### src/logic/sefb_pkg.sv
// Package for the SPI controller with its enable, disable and mode-fault behaviour.
// Assumes a single 50 MHz clock domain and plain control ports with no register bus.
package sefb_pkg;
  // ----------------------------------------------------------------
  // Widths and reset values
  // ----------------------------------------------------------------
  localparam int unsigned SEFB_DATA_W    = 8;
  localparam int unsigned SEFB_DIV_W     = 8;
  localparam logic [7:0]  SEFB_DIV_RST   = 8'h04;
  localparam logic        SEFB_TXE_RST   = 1'b1;
  localparam logic        SEFB_EN_RST    = 1'b0;

  typedef struct packed {
    logic master;
    logic cs_hold_after_transfer;
    logic mode_fault_disable;
    logic cpol;
  } sefb_cfg_t;

  typedef enum logic [2:0] {
    SEFB_IDLE = 3'b001,
    SEFB_SHIFT = 3'b010,
    SEFB_DONE = 3'b100
  } sefb_state_t;
endpackage : sefb_pkg

### src/logic/sefb_spi.sv
// SPI controller core: enable/disable, mode fault gate, tx empty flag, master or slave.
// Assumes config is static during a transfer and pins are asynchronous to clk_i.
`timescale 1ns/1ps
module sefb_spi
  import sefb_pkg::*;
#(
  parameter int unsigned DATA_W = SEFB_DATA_W
) (
  input  wire logic              clk_i,
  input  wire logic              reset_n_i,
  input  wire sefb_cfg_t         cfg_i,
  input  wire logic [7:0]        clk_div_i,
  input  wire logic              enable_cmd_i,
  input  wire logic              disable_cmd_i,
  input  wire logic              soft_reset_bit_i,
  input  wire logic              tx_wr_i,
  input  wire logic [DATA_W-1:0] tx_data_reg_i,
  input  wire logic              rx_rd_i,
  input  wire logic              miso_i,
  input  wire logic              mosi_i,
  input  wire logic              sck_i,
  input  wire logic              ncs_i,
  output logic                   enabled_o,
  output logic                   tx_empty_flag_o,
  output logic                   rx_full_o,
  output logic [DATA_W-1:0]      rx_data_o,
  output logic                   busy_o,
  output logic                   sck_o,
  output logic                   mosi_o,
  output logic                   miso_o,
  output logic                   miso_oe_n_o,
  output logic                   ncs0_o
);
  // ----------------------------------------------------------------
  // Pin synchronisers
  // ----------------------------------------------------------------
  logic sck_s, mosi_s, miso_s, ncs_s;
  sefb_sync u_sck  (.clk_i(clk_i), .reset_n_i(reset_n_i), .pin_i(sck_i),
                    .rst_val_i(cfg_i.cpol), .level_o(sck_s));
  sefb_sync u_mosi (.clk_i(clk_i), .reset_n_i(reset_n_i), .pin_i(mosi_i),
                    .rst_val_i(1'b0), .level_o(mosi_s));
  sefb_sync u_miso (.clk_i(clk_i), .reset_n_i(reset_n_i), .pin_i(miso_i),
                    .rst_val_i(1'b0), .level_o(miso_s));
  sefb_sync u_ncs  (.clk_i(clk_i), .reset_n_i(reset_n_i), .pin_i(ncs_i),
                    .rst_val_i(1'b1), .level_o(ncs_s));

  // ----------------------------------------------------------------
  // Enable
  // ----------------------------------------------------------------
  logic en_ff;
  always_ff @(posedge clk_i or negedge reset_n_i) begin
    if (!reset_n_i) begin
      en_ff <= SEFB_EN_RST;
    end else if (soft_reset_bit_i) begin
      en_ff <= SEFB_EN_RST;
    end else if (enable_cmd_i) begin
      en_ff <= 1'b1;
    end else if (disable_cmd_i && cfg_i.master) begin
      en_ff <= 1'b0;
    end
  end

  // Writes while disabled are filtered, including late DMA words
  logic wr_ok;
  assign wr_ok = tx_wr_i && en_ff;

  // ----------------------------------------------------------------
  // Transmit holding register and empty flag
  // ----------------------------------------------------------------
  logic [DATA_W-1:0] hold_ff;
  logic              txe_ff;
  logic              load;
  sefb_state_t       st_ff;
  logic              fault_block;

  // Hardware erratum kept: held cs0 with fault detection on never starts
  assign fault_block = cfg_i.master && cfg_i.cs_hold_after_transfer
                       && !cfg_i.mode_fault_disable;
  assign load = en_ff && !txe_ff && (st_ff == SEFB_IDLE) && !fault_block
                && (cfg_i.master || !ncs_s);

  always_ff @(posedge clk_i or negedge reset_n_i) begin
    if (!reset_n_i) begin
      txe_ff  <= SEFB_TXE_RST;
      hold_ff <= '0;
    end else if (soft_reset_bit_i) begin
      txe_ff  <= SEFB_TXE_RST;
    end else if (wr_ok) begin
      txe_ff  <= 1'b0;
      hold_ff <= tx_data_reg_i;
    end else if (load) begin
      txe_ff  <= 1'b1;
    end
  end

  // ----------------------------------------------------------------
  // Bit clock divider
  // ----------------------------------------------------------------
  logic [7:0] div_ff;
  logic       tick;
  assign tick = (div_ff == 8'h00);
  always_ff @(posedge clk_i or negedge reset_n_i) begin
    if (!reset_n_i) begin
      div_ff <= SEFB_DIV_RST;
    end else if (st_ff != SEFB_SHIFT || tick) begin
      div_ff <= (clk_div_i == 8'h00) ? 8'h00 : clk_div_i - 8'h01;
    end else begin
      div_ff <= div_ff - 8'h01;
    end
  end

  // ----------------------------------------------------------------
  // Shifter; slave mode samples on synchronised sck edges
  // ----------------------------------------------------------------
  logic [DATA_W-1:0] sh_ff;
  logic [3:0]        cnt_ff;
  logic              sck_ff, sck_d_ff, phase_ff;
  logic              s_lead, s_trail, lead, trail;
  always_ff @(posedge clk_i or negedge reset_n_i) begin
    if (!reset_n_i) begin
      sck_d_ff <= 1'b0;
    end else begin
      sck_d_ff <= sck_s;
    end
  end
  assign s_lead  = (sck_s != sck_d_ff) && (sck_s != cfg_i.cpol);
  assign s_trail = (sck_s != sck_d_ff) && (sck_s == cfg_i.cpol);
  assign lead    = cfg_i.master ? (tick && !phase_ff) : s_lead;
  assign trail   = cfg_i.master ? (tick && phase_ff) : s_trail;

  always_ff @(posedge clk_i or negedge reset_n_i) begin
    if (!reset_n_i) begin
      st_ff    <= SEFB_IDLE;
      sh_ff    <= '0;
      cnt_ff   <= 4'h0;
      phase_ff <= 1'b0;
      sck_ff   <= 1'b0;
    end else if (soft_reset_bit_i) begin
      st_ff    <= SEFB_IDLE;
      phase_ff <= 1'b0;
      sck_ff   <= cfg_i.cpol;
    end else begin
      case (st_ff)
        SEFB_IDLE: begin
          sck_ff <= cfg_i.cpol;
          if (load) begin
            sh_ff    <= hold_ff;
            cnt_ff   <= 4'(DATA_W);
            phase_ff <= 1'b0;
            st_ff    <= SEFB_SHIFT;
          end
        end
        SEFB_SHIFT: begin
          if (cfg_i.master ? !en_ff : ncs_s) begin
            // A cut frame ends here, so sck never runs on with ncs0 released
            st_ff    <= SEFB_IDLE;
            phase_ff <= 1'b0;
            sck_ff   <= cfg_i.cpol;
          end else if (lead) begin
            sck_ff   <= ~cfg_i.cpol;
            phase_ff <= 1'b1;
            sh_ff    <= {sh_ff[DATA_W-2:0], cfg_i.master ? miso_s : mosi_s};
            cnt_ff   <= cnt_ff - 4'h1;
          end else if (trail) begin
            sck_ff   <= cfg_i.cpol;
            phase_ff <= 1'b0;
            if (cnt_ff == 4'h0) begin
              st_ff <= SEFB_DONE;
            end
          end
        end
        SEFB_DONE: begin
          st_ff <= SEFB_IDLE;
        end
        default: begin
          st_ff <= SEFB_IDLE;
        end
      endcase
    end
  end

  // ----------------------------------------------------------------
  // Receive register and outputs
  // ----------------------------------------------------------------
  logic [DATA_W-1:0] rx_ff;
  logic              rxf_ff, mosi_ff, ncs_ff;
  always_ff @(posedge clk_i or negedge reset_n_i) begin
    if (!reset_n_i) begin
      rx_ff  <= '0;
      rxf_ff <= 1'b0;
    end else if (soft_reset_bit_i) begin
      rxf_ff <= 1'b0;
    end else if (st_ff == SEFB_DONE) begin
      rx_ff  <= sh_ff;
      rxf_ff <= 1'b1; // Completion wins over a same-cycle read
    end else if (rx_rd_i) begin
      rxf_ff <= 1'b0;
    end
  end

  always_ff @(posedge clk_i or negedge reset_n_i) begin
    if (!reset_n_i) begin
      mosi_ff <= 1'b0;
      ncs_ff  <= 1'b1;
    end else begin
      mosi_ff <= (st_ff == SEFB_IDLE && load) ? hold_ff[DATA_W-1] : sh_ff[DATA_W-1];
      if (!cfg_i.master || !en_ff) begin
        ncs_ff <= 1'b1;
      end else if (load) begin
        ncs_ff <= 1'b0;
      end else if (st_ff == SEFB_DONE && !cfg_i.cs_hold_after_transfer) begin
        ncs_ff <= 1'b1;
      end
    end
  end

  logic oe_n_ff;
  always_ff @(posedge clk_i or negedge reset_n_i) begin
    if (!reset_n_i) begin
      oe_n_ff <= 1'b1;
    end else begin
      oe_n_ff <= !(en_ff && !cfg_i.master && !ncs_s);
    end
  end

  assign enabled_o       = en_ff;
  assign tx_empty_flag_o = txe_ff;
  assign rx_full_o       = rxf_ff;
  assign rx_data_o       = rx_ff;
  assign busy_o          = phase_ff;
  assign sck_o           = sck_ff;
  assign mosi_o          = mosi_ff;
  assign miso_o          = mosi_ff;
  assign miso_oe_n_o     = oe_n_ff;
  assign ncs0_o          = ncs_ff;
endmodule : sefb_spi

### src/logic/sefb_sync.sv
// Three-stage input synchroniser for SPI pins.
// Assumes the pin is asynchronous to clk_i; output changes when stages two and three agree.
`timescale 1ns/1ps
module sefb_sync (
  input  wire logic clk_i,
  input  wire logic reset_n_i,
  input  wire logic pin_i,
  input  wire logic rst_val_i,
  output logic      level_o
);
  logic s1_ff;
  logic s2_ff;
  logic s3_ff;

  always_ff @(posedge clk_i or negedge reset_n_i) begin
    if (!reset_n_i) begin
      s1_ff <= 1'b0;
      s2_ff <= 1'b0;
      s3_ff <= 1'b0;
    end else begin
      s1_ff <= pin_i;
      s2_ff <= s1_ff;
      s3_ff <= s2_ff;
    end
  end

  // Filtered level; rst_val_i holds until stages two and three carry real pin samples,
  // otherwise the cleared stages would agree on zero and fake a pin edge after reset
  logic       lvl_ff;
  logic [1:0] init_ff;
  always_ff @(posedge clk_i or negedge reset_n_i) begin
    if (!reset_n_i) begin
      lvl_ff  <= 1'b0;
      init_ff <= 2'h0;
    end else if (init_ff != 2'h3) begin
      lvl_ff  <= rst_val_i;
      init_ff <= init_ff + 2'h1;
    end else if (s2_ff == s3_ff) begin
      lvl_ff <= s3_ff;
    end
  end
  assign level_o = lvl_ff;
endmodule : sefb_sync

### config.mk
export PLATFORM = sky130hd
export DESIGN_NAME = sefb_spi
export DESIGN_NICKNAME = d
export VERILOG_FILES = /design/src/logic/sefb_pkg.sv /design/src/logic/sefb_spi.sv /design/src/logic/sefb_sync.sv
export SDC_FILE = /design/constraint.sdc
export NUM_CORES = 1
export LEC_CHECK = 0
export ABC_AREA = 1
export BUFFER_PORTS_ARGS = -buffer_cell sky130_fd_sc_hd__buf_2
export CAP_MARGIN = 40
export CORE_ASPECT_RATIO = 0.75
export CORE_MARGIN = 2
export CORE_UTILIZATION = 51
export DETAILED_ROUTE_END_ITERATION = 8
export PLACE_DENSITY = 0.76
export SETUP_SLACK_MARGIN = 0.3
export SLEW_MARGIN = 0
export SYNTH_ARGS = -nofsm -noshare
export SYNTH_HDL_FRONTEND = slang
export SYNTH_SLANG_ARGS = --single-unit
export TNS_END_PERCENT = 20
### constraint.sdc
create_clock -name clk_i -period 1.6 [get_ports clk_i]
set_input_delay 0.24 -clock clk_i [delete_from_list [all_inputs] [get_ports clk_i]]
set_output_delay 0.24 -clock clk_i [all_outputs]
set_load 0.02 [all_outputs]
==> results.ini <==
[global_routing]
grt_max_degree = 73
grt_pass1_wl_um = 11760
grt_overflow = 0
antenna_found_initial = 0
grt_use_total_pct = 20.94
grt_pass1_vias = 2550

[routing]
wl_per_cell_um = 13.91
drc = 0
vias = 2656
drt_wl_total_um = 7234
firstDrtPassIters = 4
antenna_left = 0
viasPerCell = 5.108
drtIter0Drc = 160

[timing]
rsz0062_at_grt = yes
worst_slack_ns = -0.03075
fin_skew_ns = 0.008542
finalSetupViolCount = 10
min_period_over_period_pct = 101.9
final_max_slew_viol_count = 0
period_needed_ns = 1.631
finalSetupTns_ns = -0.1411
hold_violations = 0
max_freq_mhz = 613.2
tightest_slew_ns = 0.3841
slew_headroom_pct = 74.40

[place]
hpwl_um = 4748
dp.cells = 492
place_congestion = 0.8883
dp_slack_ns = -0.1175
port_buffers = 47
dpl_cell_area_um2 = 3771

[cts]
cts_tree = built
cts_made_buffers = 9
clk_pin_slew_ns = 0.08
numClockSinks = 72
clkLatencyLatePin_ns = 0.36
cts-root-buf = clkbuf_8
clockBufferDepth = 2
h-tree-depth = 3

[final_layout]
antenna_cells = 0
instances_no_fill = 520
area_delta_synth_final_pct = 27.72
final_area_um2 = 4249
final_core_util_pct = 67.25
drive_gt1_share_pct = 37.81
nNetsFinal = 475
fillers = 490

[status]
violations = negative setup slack
outcome = finished, violations left

[logic_synthesis]
synthCells = 352
synth-seq-cells = 72
synthDistinctLibCells = 37
syn_nets = 393
ys_seq_area_share_pct = 54.34
synth_area_um2 = 3327
synth_warnings = 0
avgSynthCellArea_um2 = 9.452

[setup_path]
cp.arrival_ns = 1.88
crit_fanout = 6
crit_path_end = sh_ff[4]$_DFFE_PN0P_
startpoint = st_ff[2]$_DFFE_PN0P_
crit_type = reg2reg
timing.rr.end = sh_ff[4]$_DFFE_PN0P_
endpoint_kind = flip-flop
worstReg2RegStart = st_ff[2]$_DFFE_PN0P_
r2r_cells = 11
r2r_slack_ns = -0.03
start_kind = flip-flop
critPathRequiredTime_ns = 1.85

[die]
die_height_um = 73.95
rows = 25
coreArea_um2 = 6319
die_w_um = 97.26
start_util_pct = 52.65
fp.dieArea_um2 = 7192
pin_count = 48

[min_path]
hp-class = in2reg

[power]
p_leak_uw = 0.002015
powerDensity_nw_per_um2 = 1242
max-vdd-ir-drop_v = 0.0007834

[job]
maxCapViolations = 0

-- state kept, by name (all words and copies together) (netlist names), 2 cells and up --
register / cells
u_miso.init_ff: 2
u_sck.init_ff: 2
u_mosi.init_ff: 2
cnt_ff: 4
st_ff: 3
div_ff: 8
hold_ff: 8
rx_data_o: 8
u_ncs.init_ff: 2
sh_ff: 8
-- where the power goes --
group	internal, uW	total, uW	switching [uW]
combinational	667	1620	953
clock	574	1320	743
sequential	2110	2340	227
-- metrics by stage --
stage,total power [uW],hold WS (ns)
floorplan,3293,-0.05559
global route,5588,0.06991
detailed placement,3672,0.2937
CTS,5149,0.06802
finish,5277,0.07356
global placement,3611,0.2954
-- metal layers --
metal / global-route usage, % / wire length (um)
met4: 7.099 / 176
met5: 0 / 0
met2: 33.72 / 3462
met3: 6.485 / 330
met1: 27.79 / 3265
-- Yosys cell counts --
master     n  area share (%)
buf_2      1            0.15
a31oi_1    2            0.38
or2_2      2            0.38
nand2_1   80             9.0
nand2_2   11             2.1
buf_6      2            0.68
mux2_1     1            0.34
dfstp_2    5             3.9
nor4_1     1            0.19
o21ai_1   14             2.1
and3_1     1            0.19
inv_2     12             1.4
nor2_2     2            0.38
or2_1      1            0.19
a21oi_1    9             1.4
nor3_2     1            0.30
o21bai_1   2            0.45
ha_1      10             3.8
xor2_1     6             1.6
nor2_4     1            0.34
xnor2_1    8             2.1
clkbuf_1   2            0.23
buf_4      1            0.23
nand2_4    1            0.34
nand3_2    2            0.60
nand3_1   15             2.3
nor2_1    22             2.5
nand3b_1   1            0.23
mux2_2     4             1.4
o22ai_1    5            0.94
nand4_1    1            0.19
nor3_1     7             1.1
o21ai_2   13             3.4
dfrtp_1   67              50
inv_1     26             2.9
mux2i_1    1            0.30
o21ai_0   12             1.8
-- layout make-up --
class | count | area [um^2] | share of cell area (%)
clock inverters | 7 | 55.05 | 1.296
repair buffers | 74 | 503.0 | 11.84
multi-input cells | 239 | 1511 | 35.57
flip-flops and latches | 72 | 1809 | 42.58
clock buffers | 9 | 123.9 | 2.915
well taps | 81 | 101.3 | 2.385
inverters | 38 | 145.1 | 3.416
-- placed cells by master, fill, tap and decap left out, types with 13 or more instances in the layout --
cell type,netlist,final
inv_1,26,23
buf_2,1,45
inv_2,12,14
buf_4,1,17
o21ai_1,14,13
nand2_1,80,76
dfrtp_1,67,66
o21ai_2,13,14
nand2_2,11,14
nor2_1,22,18
-- critical path, stage by stage, from the launching register on --
cell and delay, ns:
dfrtp_1 0.42, inv_2 0.08, nand3_2 0.16, nor2_4 0.18
nand2_2 0.08, inv_2 0.06, nor2_2 0.04, nor2_4 0.11
buf_12 0.13, nand2_4 0.10, nand2_2 0.10, o21ai_2 0.05
-- worst min-delay path by stage --
stage / from / end / slack [ns] / cells after the start
after global placement: reset_n_i / u_sck.init_ff[0]$_DFFE_PN0N_ / 0.30 / 2
after global routing: tx_data_reg_i[3] / hold_ff[3]$_DFFE_PN0P_ / 0.07 / 3
after floorplan: reset_n_i / busy_o$_DFFE_PN0P_ / -0.06 / 0
after detailed placement: reset_n_i / u_sck.init_ff[1]$_DFFE_PN0N_ / 0.29 / 2
final: tx_data_reg_i[3] / hold_ff[3]$_DFFE_PN0P_ / 0.07 / 3
after CTS: tx_data_reg_i[3] / hold_ff[3]$_DFFE_PN0P_ / 0.07 / 3
-- repair_timing --
action,4_1_cts,5_1_grt
pin swaps,3,6
setup endpoints to repair,35,48
endpoints found under the hold margin,71,0
resized for setup,9,34
hold buffers,5,0
setup buffers,2,2
gates cloned,2,1
-- cells by family after synthesis --
logic type	count (synthesis)	synth area share (%)
and+or+nand+nor	149	20.20
DFF	72	54.34
AOI/OAI and AO/OA	57	10.45
buffers and inverters	44	5.566
xor gates and xnor gates	14	3.686
adders and majority gates	10	3.761
muxes	6	1.993
Note: power is estimated with default switching activity, not from simulation.
